`config.mk`:
```
export PLATFORM = sky130hd
export DESIGN_NAME = tpm_ctrl
export DESIGN_NICKNAME = d
export VERILOG_FILES = /design/src/tpm_pkg.sv /design/src/tpm_pos_if.sv /design/src/tpm_pos_decode.sv /design/src/tpm_ctrl.sv
export SDC_FILE = /design/constraint.sdc
export NUM_CORES = 1
export LEC_CHECK = 0
export BUFFER_PORTS_ARGS = -buffer_cell sky130_fd_sc_hd__buf_2
export CORE_MARGIN = 3
export CORE_UTILIZATION = 35
export DETAILED_ROUTE_END_ITERATION = 10
export GPL_TIMING_DRIVEN = 1
export HOLD_SLACK_MARGIN = 0.1
export SYNTH_ARGS = -nofsm -noshare
export SYNTH_HDL_FRONTEND = slang
export SYNTH_HIERARCHICAL = 1
export SYNTH_SLANG_ARGS = --single-unit
```
`constraint.sdc`:
```
create_clock -name core_clk -period 5.2 [get_ports core_clk]
set_input_delay 0.26 -clock core_clk [delete_from_list [all_inputs] [get_ports core_clk]]
set_output_delay 0.26 -clock core_clk [all_outputs]
set_load 0.01 [all_outputs]
```
`src/tpm_pkg.sv`:
```
// Purpose: constants and types for the tap position / motor pulse controller
// Assumes: 250 MHz core_clk; times given in microseconds
// Notes:   shared by the controller top and its position decoder
//
// Behaviour
// monitoring set Off raises no event and blocks no direction
// auto-only blocking stops automatic changes in that direction, manual passes
// auto-and-manual blocking refuses both kinds in the blocked direction
// monitoring event waits until the limit condition persists for the delay
// operations counter counts each completed change; software may preload it
// digital position decoded as bcd, binary, gray or one-contact-per-position
// analog minimum and maximum levels map to two configured tap positions
// resistor series calibration walks five stages with operator confirmations
// target operation steps raise or lower until position equals target
// target permission depends on option and mode; manual local always blocked
// pulse type selects continuous or time-controlled raise/lower drive
// continuous: auto holds until in band, manual holds while key is held
// follower continuous pulse ends on runtime, motor-running fall, or master tap
// a pause follows every pulse before any further pulse
// timed pulse ends on time expiry, motor running, or position change
// no new pulse until the full pause has elapsed
// motor-running is timed against the runtime limit
// analog position interpolated linearly and rounded to nearest tap
// raise and lower never together, never a pulse while one is active
package tpm_pkg;
  localparam int unsigned CLK_MHZ       = 250;
  localparam int unsigned TICK_US       = 1;
  localparam int unsigned TICK_CYC      = TICK_US * CLK_MHZ;
  localparam logic [1:0]  FMT_BCD       = 2'h0;
  localparam logic [1:0]  FMT_BIN       = 2'h1;
  localparam logic [1:0]  FMT_GRAY      = 2'h2;
  localparam logic [1:0]  FMT_ONEHOT    = 2'h3;
  localparam logic [1:0]  SRC_DIGITAL   = 2'h0;
  localparam logic [1:0]  SRC_CURRENT   = 2'h1;
  localparam logic [1:0]  SRC_RESISTOR  = 2'h2;
  localparam logic [31:0] OPS_RESET     = 32'h0000_0000;

  typedef enum logic [2:0] {
    TPM_MON_OFF    = 3'b000,
    TPM_MON_AUTO_P = 3'b001,
    TPM_MON_AUTO_M = 3'b010,
    TPM_MON_ALL_P  = 3'b011,
    TPM_MON_ALL_M  = 3'b100
  } tpm_mon_t;

  typedef enum logic [1:0] {
    TPM_TGT_AUTO = 2'b00,
    TPM_TGT_MAN  = 2'b01,
    TPM_TGT_BOTH = 2'b10
  } tpm_tgt_opt_t;

  typedef enum logic [1:0] {
    TPM_IDLE  = 2'b00,
    TPM_PULSE = 2'b01,
    TPM_PAUSE = 2'b10
  } tpm_pst_t;

  typedef enum logic [2:0] {
    TPM_CAL_IDLE = 3'b000,
    TPM_CAL_HIGH = 3'b001,
    TPM_CAL_GAIN = 3'b010,
    TPM_CAL_LOW  = 3'b011,
    TPM_CAL_OFFS = 3'b100,
    TPM_CAL_DONE = 3'b101
  } tpm_cal_t;
endpackage : tpm_pkg

```
`src/tpm_pos_if.sv`:
```
// Purpose: carries capture settings in and decoded position out
// Assumes: one clock; decoder is combinational toward the top
// Notes:   modports for the controller and the decoder
`timescale 1ns/1ps
`default_nettype none
interface tpm_pos_if #(parameter int PW = 8, parameter int DW = 16);
  logic [1:0]      src;
  logic [1:0]      fmt;
  logic [DW-1:0]   dig;
  logic [11:0]     ana;
  logic [11:0]     ana_lo;
  logic [11:0]     ana_hi;
  logic [PW-1:0]   pos_lo;
  logic [PW-1:0]   pos_hi;
  logic [PW-1:0]   pos;
  modport ctl (output src, fmt, dig, ana, ana_lo, ana_hi, pos_lo, pos_hi,
               input pos);
  modport dec (input src, fmt, dig, ana, ana_lo, ana_hi, pos_lo, pos_hi,
               output pos);
endinterface : tpm_pos_if
`default_nettype wire

```
`src/tpm_pos_decode.sv`:
```
// Purpose: turns captured inputs into a tap position
// Assumes: digital and analog inputs already sampled in core_clk
// Notes:   combinational; the top registers the result
`timescale 1ns/1ps
`default_nettype none
module tpm_pos_decode
  import tpm_pkg::*;
#(
  parameter int PW = 8,
  parameter int DW = 16
) (
  tpm_pos_if.dec p
);
  logic [PW-1:0] gray_v;
  logic [PW-1:0] bcd_v;
  logic [PW-1:0] hot_v;
  logic [PW-1:0] ana_v;
  logic [12:0]   span;
  logic [12:0]   rel;
  logic [PW:0]   pdiff;
  logic [PW+12:0] prod;
  logic [PW+12:0] quo;

  // gray to binary, one xor chain per bit
  genvar g;
  generate
    for (g = 0; g < PW; g++) begin : g_gray
      assign gray_v[g] = ^p.dig[PW-1:g];
    end
  endgenerate

  // two bcd digits, then one-contact series as index of lowest set bit
  always_comb begin
    bcd_v = PW'(p.dig[7:4]) * PW'(4'hA) + PW'(p.dig[3:0]);
    hot_v = '0;
    for (int i = DW - 1; i >= 0; i--) begin
      if (p.dig[i]) hot_v = PW'(i);
    end
  end

  // linear interpolation rounded to nearest tap
  always_comb begin
    span  = {1'b0, p.ana_hi} - {1'b0, p.ana_lo};
    rel   = (p.ana > p.ana_lo) ? {1'b0, p.ana} - {1'b0, p.ana_lo} : '0;
    if (rel > span) rel = span;
    pdiff = {1'b0, p.pos_hi} - {1'b0, p.pos_lo};
    prod  = (PW+13)'(pdiff) * (PW+13)'(rel) + (PW+13)'(span >> 1);
    quo   = (span == '0) ? '0 : prod / (PW+13)'(span);
    ana_v = PW'(p.pos_lo + PW'(quo));
  end

  // format select
  always_comb begin
    if (p.src != SRC_DIGITAL) p.pos = ana_v;
    else begin
      unique case (p.fmt)
        FMT_BCD:    p.pos = bcd_v;
        FMT_BIN:    p.pos = p.dig[PW-1:0];
        FMT_GRAY:   p.pos = gray_v;
        FMT_ONEHOT: p.pos = hot_v;
      endcase
    end
  end

  // widths the decoder cannot serve are refused at elaboration
  if (DW < PW || PW < 8) begin : g_bad_width
    $error("tpm_pos_decode: bad widths");
  end
endmodule : tpm_pos_decode
`default_nettype wire

```
`src/tpm_ctrl.sv`:
```
// Purpose: tap position capture, monitoring, counting and raise/lower pulses
// Assumes: all inputs synchronous to core_clk; times in microseconds
// Notes:   one microsecond tick drives every timer
`timescale 1ns/1ps
`default_nettype none
module tpm_ctrl
  import tpm_pkg::*;
#(
  parameter int PW = 8,
  parameter int DW = 16,
  parameter int TW = 24
) (
  input  wire logic          core_clk,
  input  wire logic          rst,
  input  wire logic [1:0]    cap_src,
  input  wire logic [1:0]    dig_fmt,
  input  wire logic [DW-1:0] dig_in,
  input  wire logic [11:0]   ana_in,
  input  wire logic [11:0]   ana_lo_lvl,
  input  wire logic [11:0]   ana_hi_lvl,
  input  wire logic [PW-1:0] pos_at_min,
  input  wire logic [PW-1:0] pos_at_max,
  input  wire logic          cal_start,
  input  wire logic          cal_next,
  input  wire logic          cal_step_done,
  input  wire tpm_mon_t      mon_mode,
  input  wire logic [TW-1:0] mon_delay_us,
  input  wire logic          limit_hi,
  input  wire logic          limit_lo,
  input  wire logic          ops_load,
  input  wire logic [31:0]   ops_load_val,
  input  wire logic          auto_mode,
  input  wire logic          remote,
  input  wire logic          tgt_en,
  input  wire tpm_tgt_opt_t  tgt_opt,
  input  wire logic [PW-1:0] tgt_pos,
  input  wire logic          auto_raise,
  input  wire logic          auto_lower,
  input  wire logic          key_raise,
  input  wire logic          key_lower,
  input  wire logic          in_band,
  input  wire logic          follower,
  input  wire logic [PW-1:0] master_pos,
  input  wire logic          pulse_timed,
  input  wire logic [TW-1:0] pulse_time_us,
  input  wire logic [TW-1:0] pause_time_us,
  input  wire logic [TW-1:0] runtime_us,
  input  wire logic          motor_running,
  output logic               raise_out,
  output logic               lower_out,
  output logic [PW-1:0]      tap_pos,
  output logic [31:0]        ops_count,
  output logic               mon_event,
  output logic               runtime_exceeded,
  output tpm_cal_t           cal_stage,
  output logic               tgt_reached
);
  typedef struct packed {
    logic [7:0]    tick_cnt;
    logic [PW-1:0] pos;
    logic [31:0]   ops;
    logic [TW-1:0] mon_cnt;
    logic          mon_ev;
    tpm_pst_t      pst;
    logic          dir_up;
    logic [TW-1:0] ptm;
    logic [TW-1:0] rtm;
    logic          run_d;
    logic          rt_ex;
    logic          ran;
    tpm_cal_t      cal;
    logic          raise;
    logic          lower;
    logic          tgt_ok;
  } tpm_st_t;

  tpm_st_t st_r, st_nxt;
  tpm_pos_if #(.PW(PW), .DW(DW)) pif ();
  logic tick, lim, blk_up_a, blk_dn_a, blk_up_m, blk_dn_m, permit;
  logic want_up, want_dn, man_req, end_pulse;

  assign pif.src    = cap_src;
  assign pif.fmt    = dig_fmt;
  assign pif.dig    = dig_in;
  assign pif.ana    = ana_in;
  assign pif.ana_lo = ana_lo_lvl;
  assign pif.ana_hi = ana_hi_lvl;
  assign pif.pos_lo = pos_at_min;
  assign pif.pos_hi = pos_at_max;

  tpm_pos_decode #(.PW(PW), .DW(DW)) u_dec (.p(pif.dec));

  // direction blocking from the delayed monitoring event
  always_comb begin
    lim      = (mon_mode != TPM_MON_OFF) && (limit_hi || limit_lo);
    blk_up_a = st_r.mon_ev && (mon_mode == TPM_MON_AUTO_P ||
                               mon_mode == TPM_MON_ALL_P);
    blk_dn_a = st_r.mon_ev && (mon_mode == TPM_MON_AUTO_M ||
                               mon_mode == TPM_MON_ALL_M);
    blk_up_m = st_r.mon_ev && mon_mode == TPM_MON_ALL_P;
    blk_dn_m = st_r.mon_ev && mon_mode == TPM_MON_ALL_M;
  end

  // target permission table; manual local never permitted
  always_comb begin
    unique case (tgt_opt)
      TPM_TGT_AUTO: permit = auto_mode;
      TPM_TGT_MAN:  permit = !auto_mode && remote;
      TPM_TGT_BOTH: permit = auto_mode || remote;
      default:      permit = 1'b0;
    endcase
  end

  // request selection; target overrides regulator in automatic drive
  always_comb begin
    man_req = !auto_mode && (key_raise || key_lower);
    if (tgt_en && permit && st_r.pos != tgt_pos) begin
      want_up = tgt_pos > st_r.pos;
      want_dn = tgt_pos < st_r.pos;
      if (!auto_mode) begin
        want_up = want_up && !blk_up_m;
        want_dn = want_dn && !blk_dn_m;
      end else begin
        want_up = want_up && !blk_up_a;
        want_dn = want_dn && !blk_dn_a;
      end
    end else if (auto_mode) begin
      want_up = auto_raise && !auto_lower && !blk_up_a;
      want_dn = auto_lower && !auto_raise && !blk_dn_a;
    end else begin
      want_up = key_raise && !key_lower && !blk_up_m;
      want_dn = key_lower && !key_raise && !blk_dn_m;
    end
  end

  // pulse end conditions per type
  always_comb begin
    if (pulse_timed)
      end_pulse = (st_r.ptm >= pulse_time_us) || motor_running ||
                  (pif.pos != st_r.pos);
    else if (follower)
      end_pulse = st_r.rt_ex || (st_r.run_d && !motor_running) ||
                  (st_r.pos == master_pos);
    else if (tgt_en && permit)
      end_pulse = st_r.pos == tgt_pos;
    else if (auto_mode)
      end_pulse = in_band;
    else
      end_pulse = st_r.dir_up ? !key_raise : !key_lower;
  end

  // next state of the whole controller
  always_comb begin
    st_nxt = st_r;
    tick   = st_r.tick_cnt == 8'(TICK_CYC - 1);
    st_nxt.tick_cnt = tick ? 8'h00 : st_r.tick_cnt + 8'h01;
    st_nxt.pos = pif.pos;
    st_nxt.run_d = motor_running;
    st_nxt.tgt_ok = tgt_en && permit && st_r.pos == tgt_pos;
    // held-off monitoring event
    if (!lim) begin
      st_nxt.mon_cnt = '0;
      st_nxt.mon_ev  = 1'b0;
    end else if (st_r.mon_cnt >= mon_delay_us) st_nxt.mon_ev = 1'b1;
    else if (tick) st_nxt.mon_cnt = st_r.mon_cnt + 1'b1;
    // runtime supervision of the motor-running signal
    if (!motor_running) st_nxt.rtm = '0;
    else if (tick && st_r.rtm != '1) st_nxt.rtm = st_r.rtm + 1'b1;
    st_nxt.rt_ex = motor_running && st_r.rtm >= runtime_us;
    // completed change counted at end of motor run
    if (motor_running) st_nxt.ran = 1'b1;
    if (ops_load) st_nxt.ops = ops_load_val;
    else if (st_r.ran && !motor_running) begin
      st_nxt.ops = st_r.ops + 32'h0000_0001;
      st_nxt.ran = 1'b0;
    end
    // pulse sequencer: idle, pulse, pause
    unique case (st_r.pst)
      TPM_IDLE: if (want_up || want_dn) begin
        st_nxt.pst    = TPM_PULSE;
        st_nxt.dir_up = want_up;
        st_nxt.raise  = want_up;
        st_nxt.lower  = !want_up;
        st_nxt.ptm    = '0;
      end
      TPM_PULSE: if (end_pulse || (!man_req && !auto_mode && !tgt_en &&
                                   !pulse_timed)) begin
        st_nxt.pst   = TPM_PAUSE;
        st_nxt.raise = 1'b0;
        st_nxt.lower = 1'b0;
        st_nxt.ptm   = '0;
      end else if (tick) st_nxt.ptm = st_r.ptm + 1'b1;
      TPM_PAUSE: if (st_r.ptm >= pause_time_us) st_nxt.pst = TPM_IDLE;
        else if (tick) st_nxt.ptm = st_r.ptm + 1'b1;
      default: st_nxt.pst = TPM_IDLE;
    endcase
    // resistor series calibration stages
    unique case (st_r.cal)
      TPM_CAL_IDLE: if (cal_start) st_nxt.cal = TPM_CAL_HIGH;
      TPM_CAL_HIGH: if (cal_next) st_nxt.cal = TPM_CAL_GAIN;
      TPM_CAL_GAIN: if (cal_step_done) st_nxt.cal = TPM_CAL_LOW;
      TPM_CAL_LOW:  if (cal_next) st_nxt.cal = TPM_CAL_OFFS;
      TPM_CAL_OFFS: if (cal_step_done) st_nxt.cal = TPM_CAL_DONE;
      TPM_CAL_DONE: if (cal_next) st_nxt.cal = TPM_CAL_IDLE;
      default:      st_nxt.cal = TPM_CAL_IDLE;
    endcase
  end

  always_ff @(posedge core_clk or posedge rst) begin
    if (rst) begin
      st_r     <= '0;
      st_r.ops <= OPS_RESET;
    end else begin
      st_r <= st_nxt;
    end
  end

  assign raise_out        = st_r.raise;
  assign lower_out        = st_r.lower;
  assign tap_pos          = st_r.pos;
  assign ops_count        = st_r.ops;
  assign mon_event        = st_r.mon_ev;
  assign runtime_exceeded = st_r.rt_ex;
  assign cal_stage        = st_r.cal;
  assign tgt_reached      = st_r.tgt_ok;

  // widths the timers and decoder cannot serve are refused at elaboration
  if (TW < 8 || PW < 8 || DW < PW) begin : g_bad_width
    $error("tpm_ctrl: bad widths");
  end
endmodule : tpm_ctrl
`default_nettype wire

```
After elaboration in Yosys (flattened, before gate mapping)
Index checks and enable logic that the tools add are counted.

Add/sub/neg operators: 11. Multipliers: 2. Div/mod/pow operators: 1. $lt $le $gt $ge: 8. Equality and inequality tests: 36. Muxes and demuxes: 63. Reduce and logical (&&, ||, !) cells: 77.

Operators with widths (number): 24-bit two-way mux (7); 8-bit two-way mux (18); 24-bit >= comparator (4); 24-bit by 1-bit adder with 24-bit output (second input constant) (3); 24-bit case mux with 3 select lines (1); 32-bit two-way mux (2); 32-bit by 1-bit adder with 32-bit output (second input constant) (1); 8-bit case mux with 4 select lines (1); 1-bit logical AND (29); 27-bit two-way mux (1); 13-bit two-way mux (2); 12-bit by 12-bit subtractor with 13-bit output (2); 25-bit two-way mux (1); 2-bit inequality test (second input constant) (12); 24-bit inequality test (second input constant) (1); 21-bit by 12-bit adder with 21-bit output (1); 21-bit by 13-bit divider with 21-bit output (1); 9-bit by 13-bit multiplier with 21-bit output (1); 3-bit two-way mux (6); 3-bit case mux with 6 select lines (1); 8-bit == test (2); 8-bit inequality test (2); 1-bit two-way mux (15); 1-bit zero test (14); 37 further kinds (70).

Register bits after elaboration: 133. Bits of input ports: 240. Output and inout bits: 48. Word-level logic and storage cells: 214.

Longest topological paths before layout
Depth in word-level cells: 24. Gate-level depth with buffers: 305.

Hierarchy
The synthesis kept the hierarchy.

By module, submodules not included: tpm_pos_decode (instances 1, cells an instance 2405, area each 17915.9 sq um); tpm_ctrl (instances 1, cells an instance 1192, area each 10289.9 sq um).

Least setup slack after synthesis
OpenSTA, ideal clock, no wires.

Path type: input to register. From: input port ana_lo_lvl[2]. To: register st_r[39] (netlist bit). Setup time: 92 ps. Data arrival time: 56418 ps. Setup slack: -51310 ps. Cell stages on the path: 273. Buffers on the path: 19. Path through: inv_1 > ha_1 > o21ai_1 > a2111oi_0 > a311oi_1 > ha_1 > a21oi_1 > nor2_1 > a211oi_1 > o211ai_1 > a21boi_1 > clkbuf_1 > mux2i_1 > or2_2 > fa_1 > fa_1 > inv_1 > fa_1 > [237 not listed] > a21oi_1 > o21bai_1 > a21oi_1 > o21bai_1 > a21oi_1 > xnor2_1 > xnor2_1 > o21ai_0 > xor2_1 > nor3_1 > and4_1 > o221a_2 > a211oi_1 > or2_1 > or2_1 > buf_2 > buf_6 > o31ai_2.

Word-level cells in the longest chain between the ends: 16. Elaborated cells on any way between the ends: 19. Classes of those cells: add/sub (4); mul (1); div (1); order compare (2); eq/ne (1); mux (7); reduce/logical (3).

Ends and longest elaborated chain: start, declared (RTL line tpm_ctrl.sv:19) `input wire logic [11:0] ana_lo_lvl,`; 12-bit by 12-bit subtractor with 13-bit output / 12-bit > comparator (equally long branches) (RTL line tpm_pos_decode.sv:44) `rel = (p.ana > p.ana_lo) ? {1'b0, p.ana} - {1'b0, p.ana_lo} : '0;`; 13-bit two-way mux (RTL line tpm_pos_decode.sv:44); 13-bit > comparator (RTL line tpm_pos_decode.sv:45) `if (rel > span) rel = span;`; 13-bit two-way mux (RTL line tpm_pos_decode.sv:45); 9-bit by 13-bit multiplier with 21-bit output (RTL line tpm_pos_decode.sv:47) `prod = (PW+13)'(pdiff) * (PW+13)'(rel) + (PW+13)'(span >> 1);`; 21-bit by 12-bit adder with 21-bit output (RTL line tpm_pos_decode.sv:47); 21-bit by 13-bit divider with 21-bit output (RTL line tpm_pos_decode.sv:48) `quo = (span == '0) ? '0 : prod / (PW+13)'(span);`; 8-bit two-way mux (*) (RTL line tpm_pos_decode.sv:48); 8-bit adder (*) (RTL line tpm_pos_decode.sv:49) `ana_v = PW'(p.pos_lo + PW'(quo));`; 8-bit two-way mux (*) (RTL line tpm_pos_decode.sv:54) `if (p.src != SRC_DIGITAL) p.pos = ana_v;`; named net pif.pos[7] (RTL line tpm_pos_if.sv:15) `logic [PW-1:0] pos;`; 8-bit inequality test (*) (RTL line tpm_ctrl.sv:140) `(pif.pos != st_r.pos);`; 1-bit logical OR (*) (RTL line tpm_ctrl.sv:139) `end_pulse = (st_r.ptm >= pulse_time_us) || motor_running ||`; 1-bit two-way mux (*) (RTL line tpm_ctrl.sv:138) `if (pulse_timed)`; 1-bit logical OR (*) (RTL line tpm_ctrl.sv:186) `TPM_PULSE: if (end_pulse || (!man_req && !auto_mode && !tgt_en &&`; 24-bit two-way mux (*) (RTL line tpm_ctrl.sv:186); 24-bit case mux with 3 select lines (*) (RTL line tpm_ctrl.sv:178) `unique case (st_r.pst)`; end signal, assigned (RTL line tpm_ctrl.sv:214) `st_r <= st_nxt;`; end, declared (RTL line tpm_ctrl.sv:77) `tpm_st_t st_r, st_nxt;`.

The timed path passes the listed nets; every way through them passes the cells marked *. A chain may end at the register's enable or synchronous reset.

Worst setup path after layout
From: input port ana_lo_lvl[1]. To: register st_r[49] (netlist bit).

The elaborated chain is that of the path after synthesis.

==> results.sh <==
export IMPL_status="finished, violations left"
export IMPL_failed_checks="negative setup slack"
export IMPL_slew_violations=0
export IMPL_drt_iter0_markers=1588
export IMPL_min_period_ns=49.60
export IMPL_wl_per_cell_microns=17.0
export IMPL_final_common_cell="buf_4"
export IMPL_cp_max_fo=7
export IMPL_seq_area_sq_um=3330
export IMPL_drt_antenna_violating_nets=0
export IMPL_min_path_cells=3
export IMPL_hold_viol=0
export IMPL_design_die_area_sq_um=84000
export IMPL_gr_usage_all_layers_pct=22.8
export IMPL_cts_sinks=133
export IMPL_multi_input_area_sq_um=25500
export IMPL_die_y_microns=290
export IMPL_final_util_pct=53.5
export IMPL_cap_violations=0
export IMPL_crit_arrival_ns=49.92
export IMPL_post_place_ws_ns=-45.98
export IMPL_wl_met1_microns=44100
export IMPL_fill_cells=7365
export IMPL_clockBufferDepth=2
export IMPL_cts_tree="built"
export IMPL_ff2ff_path_depth=11
export IMPL_drive_gt1_share_pct=39.5
export IMPL_ios=288
export IMPL_area_delta_synth_final_pct=50.7
export IMPL_wl_microns=102000
export IMPL_synth_avg_cell_area_sq_um=7.84
export IMPL_critical_path_required_ns=5.52
export IMPL_highest_layer="met5"
export IMPL_rows=103
export IMPL_crit_top_cell="o21a_1"
export IMPL_critPathMaxStageDelay_ns=0.54
export IMPL_rsz0062_at_grt="true"
export IMPL_dr_wl_met2_microns=51300
export IMPL_yosys_area_share_simple_pct=21.7
export IMPL_place_inst=5740
export IMPL_synth_mux_area_share_pct=4.52
export IMPL_synth_distinct_cells=108
export IMPL_synth_xor_area_share_pct=6.89
export IMPL_grt_pass1_vias=31500
export IMPL_layout_cells_non_filler=6009
export IMPL_seq_area_frac_synth_pct=11.8
export IMPL_grt_start_max_net_pins=82
export IMPL_vias_per_cell=5.26
export IMPL_synth_nets=4352
export IMPL_finalClockSkew_ns=0.0133
export IMPL_end_kind="flop"
export IMPL_slew_headroom_pct=22.4
export IMPL_drcViolationCount=0
export IMPL_die_width_microns=290
export IMPL_dr_pass1_iters=7
export IMPL_synth_seq_cells=133
export IMPL_worstHoldPathType="in -> reg"
export IMPL_io_buffer_count=287
export IMPL_synth_top_family_by_area="adder cells"
export IMPL_final_nets=5698
export IMPL_final_cell_mix="buf_4, ha_1, inv_1"
export IMPL_syn_area_sq_um=28200
export IMPL_setup_slack_ns=-44.40
export IMPL_synth_edf_count=0
export IMPL_met3_length_microns=3660
export IMPL_numCtsBuffers=17
export IMPL_num_vias=31600
export IMPL_yosysWarnings=6
export IMPL_synth_compound_area_share_pct=23.2
export IMPL_clk_pin_slew_ns=0.06
export IMPL_netlist_instances=3597
export IMPL_gp_congestion=0.926
export IMPL_hpwl_microns=79800
export IMPL_ys_async_sr_fraction_pct=100
export IMPL_crit_type="in -> reg"
export IMPL_grt_first_pass_wirelength_microns=161000
export IMPL_cp_start_kind="input pin"
export IMPL_gr_total_overflow=0
export IMPL_antenna_found_initial=5
export IMPL_htree_levels=4
export IMPL_cpMaxStageDelayCell="or4_4"
export IMPL_max_freq_mhz=20.2
export IMPL_clock_latency_ns=0.43
export IMPL_finalCritPeriodShare_pct=954
export IMPL_hold_ws_ns=0.126
export IMPL_clock_root_buffer="clkbuf_16"
export IMPL_synthAdderAreaFrac_pct=25.3
export IMPL_setup_violations_final=36
export IMPL_start_util_pct=35.5
export IMPL_tightest_slew_ns=1.16
export IMPL_synth_main_ff_cell="dfrtp_1"
export IMPL_coreArea_sq_um=79400
repair_timing:
action	CTS	global route
gates cloned	2	1
endpoints found under the setup margin	36	36
buffers inserted	138	62
hold buffers	33	0
pin swaps	178	171
hold endpoints to repair	112	0
resized for setup	189	130
synthesized netlist by cell type (19+ instances only):
library cell  count  area (sq um)
xnor2_1         122          1070
o21a_1           81           608
nor2_1          286          1070
clkbuf_1         65           244
o21bai_1         21           158
or3_1            25           156
nor2b_1          50           313
nand2_1         294          1100
buf_4            46           345
o21ai_0         180           901
inv_1           307          1150
dfrtp_1         133          3330
nand4_1          65           407
ha_1            424          5310
mux2_2           60           676
and3_1           33           206
nor4_1           19           119
fa_1             91          1820
or2_2            28           175
a21oi_1         211          1060
o31ai_1          46           345
nand3_1         108           541
and2_1           45           282
nor3_1          117           586
nand2b_1         78           488
and4_1           23           201
a21o_1          106           796
a211oi_1         41           308
mux2i_1          40           400
o211ai_1         31           233
xor2_1           98           858
routing by layer:
metal  vias up  track usage [%]
li1      15700                -
met1     15000             28.4
met2       771             42.2
met3       176             1.93
met4         4             5.79
met5         -                0
path summary, 6_finish.rpt:
check	from	to	slack, ns
hold reg to reg	st_r[6]	st_r[6]	0.47
setup / recovery	ana_lo_lvl[1]	st_r[49]	-44.40
max in group asynchronous	rst	ops_count[21]	3.47
hold / removal	cal_next	cal_stage[2]	0.13
setup reg to reg	st_r[48]	st_r[49]	1.90
min in group asynchronous	rst	st_r[57]	0.53
area by class of cell:
class | instances | share of cell area (%)
Tap cell | 1050 | 3.09
Clock buffer | 20 | 1.07
Sequential cell | 133 | 7.83
Inverter | 313 | 2.81
Clock inverter | 12 | 0.339
Antenna cell | 3 | 0.0177
Multi-Input combinational cell | 3024 | 60.1
Timing Repair Buffer | 1454 | 24.7
sequential cells by signal, summed over array words and instances, names as in the netlist:
name              flops
st_r                 85
ops_count            32
tap_pos               8
cal_stage             3
lower_out             1
mon_event             1
raise_out             1
runtime_exceeded      1
tgt_reached           1
logic make-up after synthesis:
kind of cell,after synthesis
flops,133
buf+inv,441
compound gates,948
xor+xnor,221
simple gates,1225
fa+ha+maj,515
mux,114
through the flow:
step / TNS, ns / instance area, sq um
5_1_grt: -1668.38 / 42500
4_1_cts: -1539.10 / 41400
2_1_floorplan: -1596.33 / 29500
3_3_place_gp: -1596.97 / 38400
6_report: -1577.33 / 42500
3_5_place_dp: -1633.56 / 38400
worst max-delay path, delay by kind of cell:
| family | cells | cell delay, ns |
|---|---|---|
| compound gates | 140 | 24.06 |
| simple gates | 66 | 9.84 |
| fa+ha+maj | 31 | 9.07 |
| buf+inv | 30 | 3.48 |
| mux | 9 | 2.41 |
| xor+xnor | 4 | 0.73 |
Power is left out: the tool's default activity adds up to more than one toggle a clock period on the data nets, which glitch-free logic cannot reach.
